<file path="config.mk">
export PLATFORM = sky130hd
export DESIGN_NAME = acspi_top
export DESIGN_NICKNAME = d
export VERILOG_FILES = /design/src/acspi_pkg.sv /design/src/acspi_top.sv /design/src/acspi_sync.sv
export SDC_FILE = /design/constraint.sdc
export NUM_CORES = 1
export LEC_CHECK = 0
export BUFFER_PORTS_ARGS = -buffer_cell sky130_fd_sc_hd__buf_2
export CORE_MARGIN = 4
export CORE_UTILIZATION = 50
export DETAILED_ROUTE_END_ITERATION = 12
export PLACE_DENSITY_LB_ADDON = 0.2
export SETUP_SLACK_MARGIN = 0.15
export SYNTH_ARGS = -nofsm -noshare
export SYNTH_HDL_FRONTEND = slang
export SYNTH_SLANG_ARGS = --single-unit
</file>
<file path="constraint.sdc">
create_clock -name mclk -period 3.12 [get_ports mclk]
set_clock_uncertainty 0.2 [all_clocks]
set_input_delay 0.312 -clock mclk [delete_from_list [all_inputs] [get_ports mclk]]
set_output_delay 0.312 -clock mclk [all_outputs]
set_load 0.1 [all_outputs]
</file>
<file path="src/acspi_pkg.sv">
package acspi_pkg;

    // Clock rate and the times that become cycle counts.
    localparam int CLK_PERIOD_NS  = 10;
    localparam int DLL_PULSE_NS   = 1000;
    localparam int DLL_RELOCK_NS  = 5000;
    localparam int DLL_PULSE_CYC  = (DLL_PULSE_NS + CLK_PERIOD_NS - 1) / CLK_PERIOD_NS;
    localparam int DLL_RELOCK_CYC = DLL_RELOCK_NS / CLK_PERIOD_NS;
    localparam int DLL_CNT_W      = 10;

    // Serial control frame layout.
    localparam logic [4:0] FRAME_BITS  = 5'h10;
    localparam logic [4:0] FRAME_OVER  = 5'h11;
    localparam logic [4:0] ADDR_DONE   = 5'h07;
    localparam logic [4:0] READ_LAST   = 5'h0F;
    localparam int         RW_BIT      = 15;
    localparam int         ADDR_MSB    = 9;
    localparam int         ADDR_LSB    = 8;
    localparam int         DATA_MSB    = 7;
    localparam int         EARLY_RW    = 6;

    // Register map and reset values.
    localparam logic [1:0] ADDR_CTRL   = 2'h0;
    localparam logic [1:0] ADDR_PAT_HI = 2'h1;
    localparam logic [1:0] ADDR_PAT_LO = 2'h2;
    localparam logic [7:0] CTRL_RESET  = 8'h08;
    localparam logic [7:0] PAT_RESET   = 8'h00;

    // Output word layout.
    localparam int          WORD_BITS     = 12;
    localparam int          HALF_BITS     = 6;
    localparam logic [3:0]  SINGLE_LAST   = 4'hB;
    localparam logic [3:0]  DUAL_LAST     = 4'h5;
    localparam logic [3:0]  HALF_OFFSET   = 4'h3;
    localparam logic [11:0] FIXED_PATTERN = 12'hA63;

    typedef enum logic [1:0] {
        MODE_NORMAL = 2'b00,
        MODE_FIXED  = 2'b01,
        MODE_USER   = 2'b10,
        MODE_RSVD   = 2'b11
    } acspi_mode_type;

    typedef enum logic [1:0] {
        DLL_LOCKED   = 2'b00,
        DLL_HOLD     = 2'b01,
        DLL_RELOCK   = 2'b10,
        DLL_UNLOCKED = 2'b11
    } acspi_dll_type;

    // Same bit order as the device control register.
    typedef struct packed {
        acspi_mode_type mode;
        logic           single_lane;
        logic           stabilizer;
        logic           twos_comp;
        logic           align;
        logic           sleep_a;
        logic           sleep_b;
    } acspi_ctrl_type;

    // Direct pins and serial port wires as they arrive.
    typedef struct packed {
        logic chan_a_sleep;
        logic chan_b_sleep;
        logic dll_reset;
        logic lane_count_select;
        logic test;
        logic word_align_select;
        logic output_format;
        logic duty_stabilizer;
        logic serial_enable;
        logic serial_select_n;
        logic sclk;
        logic sdi;
    } acspi_pins_type;

endpackage

</file>
<file path="src/acspi_top.sv">
// How it works
// - A high sleep control powers its channel down; its output data is zeroed.
// - Relock pin pulsed high at least 1 us restarts the timing loop, relock follows.
// - Lane select high sends each channel on lane one only, low uses both.
// - Test control high sends 101001100011 msb first instead of conversions.
// - In dual-lane mode, align low offsets lanes by half a word, high aligns them.
// - Serial enable high ignores direct pins except the relock pin and uses register settings.
// - Single lane uses one pair, dual lane two at half bit and clock rate; DDR.
// - Overrange output follows out-of-range data, refreshed once per frame.
// - Lock output is high while locked, low after losing lock.
// - A serial access is exactly 16 serial clocks within one select.
// - Input sampled on rising serial clock, output changed on falling.
// - Each select assertion starts a fresh 16-bit frame; host releases after 16th.
// - Select released before the 16th clock discards the access.
// - Select rising after a full frame latches address and performs the write.
// - Read/write bit is 1 for read, 0 for write; reserved bits are zero.
// - Address selects one of three registers; default address is 00h.
// - A write stores the data field at select release; reads ignore it.
// - Serial output floats unless selected; read data leaves on falling edges 8-15.
// - Mode 00 normal, 01 fixed pattern, 10 user pattern, 11 reserved.
// - Format bit set gives two's complement; stabilizer bit set enables it.
`timescale 1ns/1ps
module acspi_top (
    input  wire logic                     mclk,
    input  wire logic                     rst_n,
    input  wire acspi_pkg::acspi_pins_type pins,
    input  wire logic [1:0][11:0]         sample,
    input  wire logic [1:0]               beyond_range,
    input  wire logic                     clock_jump,
    output logic                          sdo,
    output logic                          sdo_oe,
    output logic [1:0]                    lane_one_data,
    output logic [1:0]                    lane_zero_data,
    output logic                          lane_zero_oe,
    output logic                          serial_output_clock,
    output logic                          frame_marker,
    output logic                          chan_a_overrange,
    output logic                          chan_b_overrange,
    output logic                          dll_locked,
    output acspi_pkg::acspi_ctrl_type     active_ctrl
);
    import acspi_pkg::*;

    localparam acspi_pins_type PINS_IDLE = '{serial_select_n: 1'b1, default: 1'b0};

    acspi_pins_type s_pins;
    logic           sclk_d;
    logic           cs_d;
    logic           rise;
    logic           fall;
    logic           cs_rise;
    logic [4:0]     bit_cnt;
    logic [15:0]    shift_in;
    logic [7:0]     shift_out;
    logic [1:0]     addr_latched;
    acspi_ctrl_type ctrl_reg;
    logic [7:0]     pat_hi;
    logic [7:0]     pat_lo;
    acspi_ctrl_type pin_ctrl;
    acspi_dll_type  dll_state;
    acspi_dll_type  next_dll_state;
    logic [DLL_CNT_W-1:0] dll_cnt;
    logic           phase;
    logic           step;
    logic [3:0]     word_cnt;
    logic [3:0]     last_cnt;
    logic [3:0]     zero_load;
    logic [1:0][11:0] word_one;
    logic [1:0][11:0] captured;
    logic [1:0][5:0]  word_zero;
    logic [1:0][11:0] src;
    logic [11:0]    user_pattern;

    function automatic logic [7:0] reg_read(input logic [1:0] a,
                                            input logic [7:0] c,
                                            input logic [7:0] h,
                                            input logic [7:0] l);
        unique case (a)
            ADDR_CTRL:   reg_read = c;
            ADDR_PAT_HI: reg_read = h;
            ADDR_PAT_LO: reg_read = l;
            default:     reg_read = 8'h00;
        endcase
    endfunction

    // Core samples arrive offset binary; two's complement flips the sign bit.
    function automatic logic [11:0] out_word(input logic [11:0]    s,
                                             input acspi_ctrl_type c,
                                             input logic           sleep,
                                             input logic [11:0]    user);
        if (sleep) begin
            out_word = 12'h000;
        end else begin
            unique case (c.mode)
                MODE_FIXED: out_word = FIXED_PATTERN;
                MODE_USER:  out_word = user;
                default:    out_word = {s[11] ^ c.twos_comp, s[10:0]};
            endcase
        end
    endfunction

    acspi_sync #(.W($bits(acspi_pins_type)), .INIT(PINS_IDLE)) u_sync (
        .mclk     (mclk),
        .rst_n    (rst_n),
        .async_in (pins),
        .sync_out (s_pins)
    );

    assign rise    = s_pins.sclk & ~sclk_d;
    assign fall    = ~s_pins.sclk & sclk_d;
    assign cs_rise = s_pins.serial_select_n & ~cs_d;

    always_ff @(posedge mclk or negedge rst_n) begin
        if (!rst_n) begin
            sclk_d <= 1'b0;
            cs_d   <= 1'b1;
        end else begin
            sclk_d <= s_pins.sclk;
            cs_d   <= s_pins.serial_select_n;
        end
    end

    // Counting saturates one past a frame so that extra clocks spoil the access.
    always_ff @(posedge mclk or negedge rst_n) begin
        if (!rst_n) begin
            bit_cnt  <= 5'h00;
            shift_in <= 16'h0000;
        end else if (s_pins.serial_select_n) begin
            bit_cnt  <= 5'h00;
        end else if (rise) begin
            shift_in <= {shift_in[14:0], s_pins.sdi};
            if (bit_cnt != FRAME_OVER) begin
                bit_cnt <= bit_cnt + 5'h01;
            end
        end
    end

    // Registers change only on a select release after exactly sixteen clocks.
    always_ff @(posedge mclk or negedge rst_n) begin
        if (!rst_n) begin
            ctrl_reg     <= acspi_ctrl_type'(CTRL_RESET);
            pat_hi       <= PAT_RESET;
            pat_lo       <= PAT_RESET;
            addr_latched <= ADDR_CTRL;
        end else if (cs_rise && bit_cnt == FRAME_BITS && s_pins.serial_enable) begin
            addr_latched <= shift_in[ADDR_MSB:ADDR_LSB];
            if (!shift_in[RW_BIT]) begin
                unique case (shift_in[ADDR_MSB:ADDR_LSB])
                    ADDR_CTRL:   ctrl_reg <= acspi_ctrl_type'(shift_in[DATA_MSB:0]);
                    ADDR_PAT_HI: pat_hi   <= shift_in[DATA_MSB:0];
                    ADDR_PAT_LO: pat_lo   <= shift_in[DATA_MSB:0];
                    default:     pat_lo   <= pat_lo;
                endcase
            end
        end
    end

    // The address is complete at the eighth rising edge; data leaves on later falls.
    always_ff @(posedge mclk or negedge rst_n) begin
        if (!rst_n) begin
            shift_out <= 8'h00;
            sdo       <= 1'b0;
            sdo_oe    <= 1'b0;
        end else begin
            sdo_oe <= s_pins.serial_enable & ~s_pins.serial_select_n;
            if (s_pins.serial_select_n) begin
                sdo <= 1'b0;
            end else if (rise && bit_cnt == ADDR_DONE) begin
                shift_out <= shift_in[EARLY_RW] ?
                             reg_read({shift_in[0], s_pins.sdi}, ctrl_reg, pat_hi, pat_lo) :
                             8'h00;
            end else if (fall && bit_cnt > ADDR_DONE && bit_cnt <= READ_LAST) begin
                sdo       <= shift_out[DATA_MSB];
                shift_out <= {shift_out[6:0], 1'b0};
            end
        end
    end

    // The mode pin has no user pattern, so the pin path offers normal or fixed only.
    always_comb begin
        pin_ctrl.mode        = pins_test_mode(s_pins.test);
        pin_ctrl.single_lane = s_pins.lane_count_select;
        pin_ctrl.stabilizer  = s_pins.duty_stabilizer;
        pin_ctrl.twos_comp   = s_pins.output_format;
        pin_ctrl.align       = s_pins.word_align_select;
        pin_ctrl.sleep_a     = s_pins.chan_a_sleep;
        pin_ctrl.sleep_b     = s_pins.chan_b_sleep;
    end

    function automatic acspi_mode_type pins_test_mode(input logic t);
        pins_test_mode = t ? MODE_FIXED : MODE_NORMAL;
    endfunction

    always_ff @(posedge mclk or negedge rst_n) begin
        if (!rst_n) begin
            active_ctrl <= acspi_ctrl_type'(CTRL_RESET);
        end else begin
            active_ctrl <= s_pins.serial_enable ? ctrl_reg : pin_ctrl;
        end
    end

    always_comb begin
        next_dll_state = dll_state;
        unique case (dll_state)
            DLL_LOCKED: begin
                if (s_pins.dll_reset) begin
                    next_dll_state = DLL_HOLD;
                end else if (clock_jump) begin
                    next_dll_state = DLL_UNLOCKED;
                end
            end
            DLL_UNLOCKED: begin
                if (s_pins.dll_reset) begin
                    next_dll_state = DLL_HOLD;
                end
            end
            DLL_HOLD: begin
                if (!s_pins.dll_reset) begin
                    next_dll_state = (dll_cnt >= DLL_CNT_W'(DLL_PULSE_CYC - 1)) ?
                                     DLL_RELOCK : DLL_UNLOCKED;
                end
            end
            DLL_RELOCK: begin
                if (s_pins.dll_reset) begin
                    next_dll_state = DLL_HOLD;
                end else if (dll_cnt == DLL_CNT_W'(DLL_RELOCK_CYC - 1)) begin
                    next_dll_state = DLL_LOCKED;
                end
            end
        endcase
    end

    always_ff @(posedge mclk or negedge rst_n) begin
        if (!rst_n) begin
            dll_state  <= DLL_LOCKED;
            dll_cnt    <= '0;
            dll_locked <= 1'b1;
        end else begin
            dll_state  <= next_dll_state;
            dll_locked <= (next_dll_state == DLL_LOCKED);
            if (next_dll_state != dll_state) begin
                dll_cnt <= '0;
            end else if (dll_cnt != '1) begin
                dll_cnt <= dll_cnt + DLL_CNT_W'(1);
            end
        end
    end

    // Dual lane steps every other cycle, halving bit and clock rates.
    assign step         = active_ctrl.single_lane | phase;
    assign last_cnt     = active_ctrl.single_lane ? SINGLE_LAST : DUAL_LAST;
    assign zero_load    = active_ctrl.align ? 4'h0 : HALF_OFFSET;
    assign user_pattern = {pat_hi[5:0], pat_lo[7:2]};
    assign src[0]       = out_word(sample[0], active_ctrl, active_ctrl.sleep_a, user_pattern);
    assign src[1]       = out_word(sample[1], active_ctrl, active_ctrl.sleep_b, user_pattern);

    always_ff @(posedge mclk or negedge rst_n) begin
        if (!rst_n) begin
            phase               <= 1'b0;
            word_cnt            <= 4'h0;
            serial_output_clock <= 1'b0;
            frame_marker        <= 1'b0;
            lane_zero_oe        <= 1'b0;
        end else begin
            phase        <= ~phase;
            lane_zero_oe <= ~active_ctrl.single_lane;
            if (step) begin
                serial_output_clock <= ~serial_output_clock;
                frame_marker        <= (word_cnt == 4'h0);
                word_cnt            <= (word_cnt >= last_cnt) ? 4'h0 : word_cnt + 4'h1;
            end
        end
    end

    // Each channel keeps its word in a shift register; lane zero trails when offset.
    always_ff @(posedge mclk or negedge rst_n) begin
        if (!rst_n) begin
            word_one         <= '0;
            word_zero        <= '0;
            captured         <= '0;
            chan_a_overrange <= 1'b0;
            chan_b_overrange <= 1'b0;
        end else if (step) begin
            for (int ch = 0; ch < 2; ch++) begin
                if (word_cnt == 4'h0) begin
                    word_one[ch] <= src[ch];
                    captured[ch] <= src[ch];
                end else begin
                    word_one[ch] <= {word_one[ch][10:0], 1'b0};
                end
                if (active_ctrl.single_lane) begin
                    word_zero[ch] <= 6'h00;
                end else if (word_cnt == zero_load) begin
                    word_zero[ch] <= active_ctrl.align ? src[ch][5:0] : captured[ch][5:0];
                end else begin
                    word_zero[ch] <= {word_zero[ch][4:0], 1'b0};
                end
            end
            if (word_cnt == 4'h0) begin
                chan_a_overrange <= beyond_range[0] & ~active_ctrl.sleep_a;
                chan_b_overrange <= beyond_range[1] & ~active_ctrl.sleep_b;
            end
        end
    end

    always_comb begin
        for (int ch = 0; ch < 2; ch++) begin
            lane_one_data[ch]  = word_one[ch][WORD_BITS-1];
            lane_zero_data[ch] = word_zero[ch][HALF_BITS-1];
        end
    end
endmodule

</file>
<file path="src/acspi_sync.sv">
`timescale 1ns/1ps
module acspi_sync #(
    parameter int           W    = 1,
    parameter logic [W-1:0] INIT = '0
) (
    input  wire logic         mclk,
    input  wire logic         rst_n,
    input  wire logic [W-1:0] async_in,
    output logic      [W-1:0] sync_out
);
    logic [W-1:0] stage;

    // The first stage feeds only the second one.
    // Reset loads each pin's idle level so that no false edge follows reset.
    always_ff @(posedge mclk or negedge rst_n) begin
        if (!rst_n) begin
            stage    <= INIT;
            sync_out <= INIT;
        end else begin
            stage    <= async_in;
            sync_out <= stage;
        end
    end
endmodule

</file>
; Yosys cells after proc, flatten, opt, wreduce, memory -nomap -nowiden
; Cells that the tools add are included.
[op_classes]
add_sub_neg = 3
n_lt_le_gt_ge = 4
n_eq_ne = 17
muxes = 37
n_bitwise = 19
n_reduce_logical = 23
[ops]
columns = cell, n
row1 = $mux 12, 4
row2 = $pmux 12 s2, 2
row3 = $mux 6, 6
row4 = $mux 8, 4
row5 = $pmux 8 s3, 1
row6 = $mux 10, 2
row7 = $mux 5, 3
row8 = $mux 2, 7
row9 = $add 10x1->10 const B, 1
row10 = $eq 10x9->1 const B, 1
row11 = $eq 2x2->1 const B, 5
row12 = $ge 10x7->1 const B, 1
row13 = $ne 10x10->1 const B, 1
row14 = $not 1->1, 10
row15 = $reduce_and 2->1, 5
row16 = $reduce_bool 2->1, 5
row17 = $reduce_and 3->1, 3
row18 = $eq 2x1->1 const B, 4
row19 = $logic_not 2->1, 4
row20 = $mux 4, 2
row21 = $pmux 2 s4, 1
row22 = $and 1x1->1, 6
row23 = $add 5x1->5 const B, 1
row24 = $eq 5x3->1 const B, 1
row25 = other kinds (14), 23
[totals]
ff_bits = 160
in_bits = 41
out_inout_bits = 20
elab_cells = 144

; Logic depth before layout (Yosys ltp)
; Gate-level depths: netlist of run 1.
[logic_depth]
depth_word = 7
depth_mapped = 9
mapped_depth_nobuf = 8

; Hierarchy
; Synthesis of run 1 repeated with hierarchy kept, for this count alone.
[unflattened]
cells_unflattened = 647
area_unflattened_um2 = 7190.6
[modules_own_cells]
columns = mod, instances, cells_per_inst, area_per_inst_um2, seq_area_each_um2
row1 = acspi_top, 1, 623, 6587.6, 3408.3
row2 = acspi_sync, 1, 24, 603.1, 603.1

; Worst setup path after synthesis of run 1
; Ideal clock, no wire load.
[synth_path]
kind = flip-flop to flip-flop
from = reg active_ctrl[6] in the netlist's numbering
to = reg word_one (netlist bit lane_one_data[0])
setup_ns = 0.126
arrival_time_ns = 2.451
required_ns = 2.794
path_slack_ns = 0.343
path_stages_with_launch = 8
n_path_buf = 3
synth_period_minus_slack_ns = 2.777
cell_sequence = dfrtp_1 > inv_1 > ha_1 > clkbuf_1 > buf_2 > buf_1 > a21oi_1 > a221o_1
[synth_between]
elab_chain_len = 4
elab_cells_between_ends = 5
classes_between = eq/ne: 2 / mux: 3
[synth_lines]
columns = item, line
row1 = start: declaration, acspi_top.sv:40  ; output acspi_pkg::acspi_ctrl_type active_ctrl
row2 = start signal: assignment, acspi_top.sv:196  ; active_ctrl <= acspi_ctrl_type'(CTRL_RESET);
row3 = start signal: assignment, acspi_top.sv:198  ; active_ctrl <= s_pins.serial_enable ? ctrl_reg : pin_ctrl;
row4 = $eq 2x2->1 / $eq 2x1->1 (equally long branches), acspi_top.sv:94  ; unique case (c.mode)
row5 = $pmux 12 s2 (*), acspi_top.sv:94
row6 = $mux 12 (*), acspi_top.sv:91  ; if (sleep) begin
row7 = $mux 12 (*), acspi_top.sv:285  ; if (word_cnt == 4'h0) begin
row8 = end signal: indexed assignment, acspi_top.sv:286  ; word_one[ch] <= src[ch];
row9 = end signal: indexed assignment, acspi_top.sv:289  ; word_one[ch] <= {word_one[ch][10:0], 1'b0};
row10 = end: declaration, acspi_top.sv:68  ; logic [1:0][11:0] word_one;
; Mark *: on every way between the ends. The rest lies on a longest branch, timed or not.
; A chain may end at the register's enable or synchronous reset.

; Worst setup path in the final report of run 1
[layout_path]
from = reg word_cnt[2]
to = reg word_one[12] in the netlist's numbering
[layout_between]
elab_chain_len = 2
[layout_lines]
columns = item, line
row1 = start: declaration, acspi_top.sv:65  ; logic [3:0] word_cnt;
row2 = start signal: assignment, acspi_top.sv:270  ; word_cnt <= (word_cnt >= last_cnt) ? 4'h0 : word_cnt + 4'h1;
row3 = $logic_not 4->1, acspi_top.sv:285
row4 = $mux 12, acspi_top.sv:285
; Every way passes these cells.

==> impl_metrics.toml, run 1 <==
[sta]
fin_setup_tns_ns = 0
drv_slew = 0
fin_ws_ns = 0.702
tightestPinTransition_ns = 0.757
fmax_mhz = 413
final_hold_viol_count = 0
finalSetupViolations = 0
whs_ns = 0.113
rsz0062_at_grt = "no"
slew_headroom_pct = 49.6
finalCriticalPeriod_ns = 2.42
finalCritPeriodShare_pct = 77.5

[placement]
gp_congestion = 0.861
io_buffers = 60
dp_hpwl_um = 11200
dp_slack_ns = 0.728
dp.cells = 863
placed_cell_area_sq_um = 7620

[status]
outcome = "completed"

[yosys]
avgSynthCellArea_sq_um = 11.1
synth_top_area_share_pct = 53.7
synth.top_cells.by_area = "dfrtp_1 (54%), mux2_2 (8.3%), nor2_1 (3.5%)"
syn_area_sq_um = 7170
postSynthCellCount = 647
ys.flop_type = "dfrtp_1"
yosysWarnings = 0
synthDistinctLibCells = 57
syn-num-nets = 700
yosysTopAreaCell = "dfrtp_1"
ys_seq_area_share_pct = 55.9
synth_seq_cells = 160
synth_edf_count = 0
ys_async_sr_fraction_pct = 100

[floorplanning]
fp.dieW_um = 128
die_area_sq_um = 16300
dieHeight_um = 128
initial_core_util_pct = 51.3
coreArea_sq_um = 14000
rows = 43
top_level_ports = 61

[pwr]
power_density_nw_per_um2 = 801
total_power_mw = 6.69
ir_worst_vdd_mv = 0.407
leakagePower_nw = 3.96

[finish]
reg.largest.list = "word_one (22), shift_in (16)"
largest_register_ffs = 22
regMostFlops = "word_one"
final_util_pct = 59.7
drive_gt1_share_pct = 23.8
nets = 770
design_area_sq_um = 8350
layout_commonest_cell = "dfrtp_1"
layout.cells.non_filler = 910
final_cell_mix = "dfrtp_1 (154), nor2_1 (65), nand2_1 (60)"
area_growth_pct = 16.4
antenna_cells = 0

[clock_network]
cts_buffer_depth = 2
root_buffer = "clkbuf_16"
path_clk_slew_ns = 0.06
cts.htree.levels = 4
cts.sinks = 160
numCtsBuffers = 17
holdBufCountCts = 15
post_cts_buffers = 0
cts_resized = 0
cts_tree = "built"
clk_latency_ns = 0.42

[drt]
via_per_inst = 5.65
drc_errors = 0
drt_iter0_markers = 457
drtAntennaViolNets = 0
firstDrtPassIters = 5
wl_per_cell_um = 17.8
wl_um = 16200
route.vias.total = 5137

[global_routing]
track_usage_pct = 20.9
grt_start_max_net_pins = 60
antenna_found_initial = 0
gr-total-overflow = 0
grt_pass1_vias = 5242
grt_pass1_wl_um = 26900

[critical_path]
arrival_ns = 2.58
cp-start-kind = "flip-flop"
critPathMostFrequentCell = "nor2_1"
cp_data_required_time_ns = 3.28
path_cells = "nor2_1, nand2_1, nor2_1, and2_1, a21o_1"
crit_type = "flip-flop to flip-flop"
cp_num_buf_inv = 0
reg2reg_slack_ns = 0.70
cp-end-kind = "flip-flop"
path_delay_family = "simple AND/OR/NAND/NOR gates"
crit_slowest_cell = "nor2_1"
cp_max_fo = 20
cpPeakStageDelay_ns = 0.63

[job]
cap_violations = 0

[hold_path]
hp-class = "input port to flip-flop"
[final cells by class]
| type | instances | area [sq um] |
|---|---|---|
| clock inverter | 11 | 104 |
| clock buffer | 21 | 470 |
| timing repair buffer | 88 | 567 |
| tap | 180 | 225 |
| sequential | 160 | 4010 |
| multi-input combinational | 431 | 2900 |
| inverter | 19 | 71.3 |
| fill | 1175 | 5640 |
[per-layer routing]
metal / routed length [um] / track usage (%) / vias up
met3: 748 / 5.29 / 18
met1: 7550 / 29.1 / 2565
met2: 7660 / 32.7 / 122
met5: 0 / 0 / -
li1: - / - / 2432
met4: 200 / 6.05 / 0
[path summary, 6_finish.rpt]
check | to | startpoint | cells after the start
hold reg to reg | u_sync.sync_out[0] | u_sync.stage[0] | 0
hold / removal | dll_state[0] | clock_jump | 4
max in group asynchronous | active_ctrl[3] | rst_n | 3
min in group asynchronous | chan_a_overrange | rst_n | 2
setup / recovery | word_one[12] | word_cnt[2] | 5
setup reg to reg | word_one[12] | word_cnt[2] | 5
[worst reg2reg max path, cell delays in order, from the launching register on]
cell     delay (ns)
dfrtp_1        0.43
nor2_1         0.26
nand2_1        0.49
nor2_1         0.63
and2_1         0.25
a21o_1         0.09
[cells in the mapped netlist (8+ instances only)]
cell / instances
mux2i_1: 16
nand3_1: 12
nor3_1: 21
dfrtp_1: 154
nand2_1: 60
a21oi_1: 25
ha_1: 12
a22o_1: 14
mux2_2: 53
o21ai_0: 36
o21a_1: 8
a221oi_1: 11
clkbuf_1: 21
nor2_1: 66
inv_1: 18
[power breakdown]
part           switching (mW)  total [mW]  internal (mW)
logic                    1.21        1.83          0.620
clock network           0.856        2.02           1.17
registers               0.349        2.84           2.49
[kinds of logic (layout without fill, tap and decap cells)]
group           count (synthesis)  in the layout  synth area share (%)
simple gates                  204            204                  13.4
flops                         160            160                  55.9
xor+xnor                       10             10                  1.22
compound gates                135            135                  13.0
mux                            70             70                  10.7
buf+inv                        56            139                  3.66
fa+ha+maj                      12             12                  2.09
Note: power is estimated with default switching activity, not from simulation.
==> inputs of run 2 (changes only) <==
clock period = 2.11 ns   (was 3.12 ns; I/O delays follow)
==> run 2 against run 1 <==
Critical path type unchanged; via count increased by 4.8%; critical path depth increased by 1; wire length increased by 8.8%; die area unchanged; worst hold slack got worse by 0.098 ns; highest routed layer unchanged; power increased by 58%; flip-flop and latch count unchanged.
==> impl_metrics.toml, run 2 (synthesis gave the netlist of run 1 again) <==
[clock_network]
cts.htree.levels = 4
cts.sinks = 160
root_buffer = "clkbuf_16"
numCtsBuffers = 17
clk_latency_ns = 0.42
path_clk_slew_ns = 0.06
cts_buffer_depth = 2
cts_tree = "built"

[critical_path]
reg2reg_slack_ns = 0.02
cp_max_fo = 7
rr_endpoint = "shift_out[5]"
r2r_cells = 6
cp-start-kind = "flip-flop"
r2r-start = "bit_cnt[3]"
arrival_ns = 2.20
cp-end-kind = "flip-flop"
crit_type = "flip-flop to flip-flop"
cp_data_required_time_ns = 2.22
cp-startpoint = "bit_cnt[3]"

[global_routing]
track_usage_pct = 22.0
gr-total-overflow = 0
grt_pass1_wl_um = 28100
grt_start_max_net_pins = 45
antenna_found_initial = 0
grt_pass1_vias = 5479

[finish]
antenna_cells = 0
reg.largest.list = "word_one (22), shift_in (16)"
regMostFlops = "word_one"
area_growth_pct = 29.9
final_cell_mix = "dfrtp_1 (150), nor2_1 (60), nand2_1 (57)"
nets = 821
final_util_pct = 66.6
drive_gt1_share_pct = 39.7
layout_commonest_cell = "dfrtp_1"
largest_register_ffs = 22

[floorplanning]
fp.dieW_um = 128
dieHeight_um = 128
initial_core_util_pct = 51.3
die_area_sq_um = 16300
coreArea_sq_um = 14000
top_level_ports = 61
rows = 43

[sta]
finalCritPeriodShare_pct = 99.1
drv_slew = 0
fmax_mhz = 478
rsz0062_at_grt = "yes"
finalSetupViolations = 0
final_hold_viol_count = 0
tightestPinTransition_ns = 0.508
fin_setup_tns_ns = 0
slew_headroom_pct = 66.4
finalCriticalPeriod_ns = 2.09

[pwr]
swShare_pct = 36.9
p_comb_share_pct = 33.6
switchingPower_mw = 3.90
ir_worst_vdd_mv = 0.594
power_frac_seq_pct = 39.2
share_clk_of_total_power_pct = 27.1
leakagePower_nw = 4.31
power_density_nw_per_um2 = 1140
internal-power_mw = 6.68

[placement]
io_buffers = 60
gp_congestion = 0.824
dp_hpwl_um = 11800

[hold_path]
hold_end = "word_one[7]"
hp-class = "input port to flip-flop"
min_from = "sample[7]"
hold_depth = 4

[drt]
drt_iter0_markers = 486
via_per_inst = 5.60
wl_per_cell_um = 18.3
firstDrtPassIters = 4
route.vias.total = 5382
drtAntennaViolNets = 0
wl_um = 17600
drc_errors = 0

[job]
cap_violations = 0

[status]
outcome = "completed"
run 2: changes by cell type in the layout (fill, tap and decap cells not counted), sizes merged:
cell / delta
clkbuf: +1
bufinv: -1
dlygate4sd3: +1
buf: +47
inv: +1
clkinvlp: -3
clkinv: +5
run 2: worst max path at each step:
stage                         to  slack (ns)  depth (start not counted)
finish              shift_out[5]        0.02                          6
global route        shift_out[5]       -0.08                          8
CTS                 shift_out[5]        0.03                          8
detailed placement     pat_lo[6]       -0.14                          4
global placement       pat_lo[6]       -0.02                          4
floorplan           word_zero[4]       -0.12                          7
run 2: critical path, cell delays in order (launching register included):
cell and delay (ns):
dfrtp_2 0.45, buf_4 0.16, and4bb_2 0.30, nand3b_1 0.19, buf_6 0.20, a22o_1 0.22
mux2_4 0.27
run 2: metal layers:
metal	global-route usage [%]	share of wire, %	wire length [um]	vias to the layer above
li1	-	-	-	2544
met1	29.4	43	7580	2712
met5	0	0	0	-
met3	5.67	4.8	836	17
met2	35.4	51	9000	109
met4	6.99	1.0	178	0
run 2: what timing repair did:
action,CTS,global route
hold buffers,16,0
hold endpoints to repair,172,0
setup endpoints to repair,55,99
buffers inserted,6,11
resized for setup,20,86
pin swaps,9,50
run 2: through the flow:
step                      hold WS, ns  power, mW  instances  setup WS [ns]  instance area [sq um]
after floorplan                -0.285       6.39        647         -0.125                   7360
after global placement        -0.0561       7.16        896        -0.0210                   8050
after detailed placement      -0.0478       7.24        896         -0.143                   8050
after CTS                     0.00148       10.3        950         0.0255                   8910
after global routing           0.0155       11.1        961        -0.0839                   9320
final                          0.0150       10.6        961         0.0192                   9320
run 2: area by class of cell:
class                   count  area, sq um
repair buffers            139         1070
well taps                 180          225
flip-flops and latches    160         4020
multi-input cells         431         3370
clock buffers              19          453
fillers                  1090         4670
clock inverters            13          104
inverters                  19         75.1
run 2: power by group through the flow:
stage                     logic [mW]  registers (mW)  clock network, mW
final                           3.56            4.15               2.87
after global placement          3.01            4.15                  0
after global routing            3.84            4.22               3.08
after floorplan                 1.92            4.47                  0
after CTS                       3.20            4.13               2.93
after detailed placement        3.07            4.17                  0
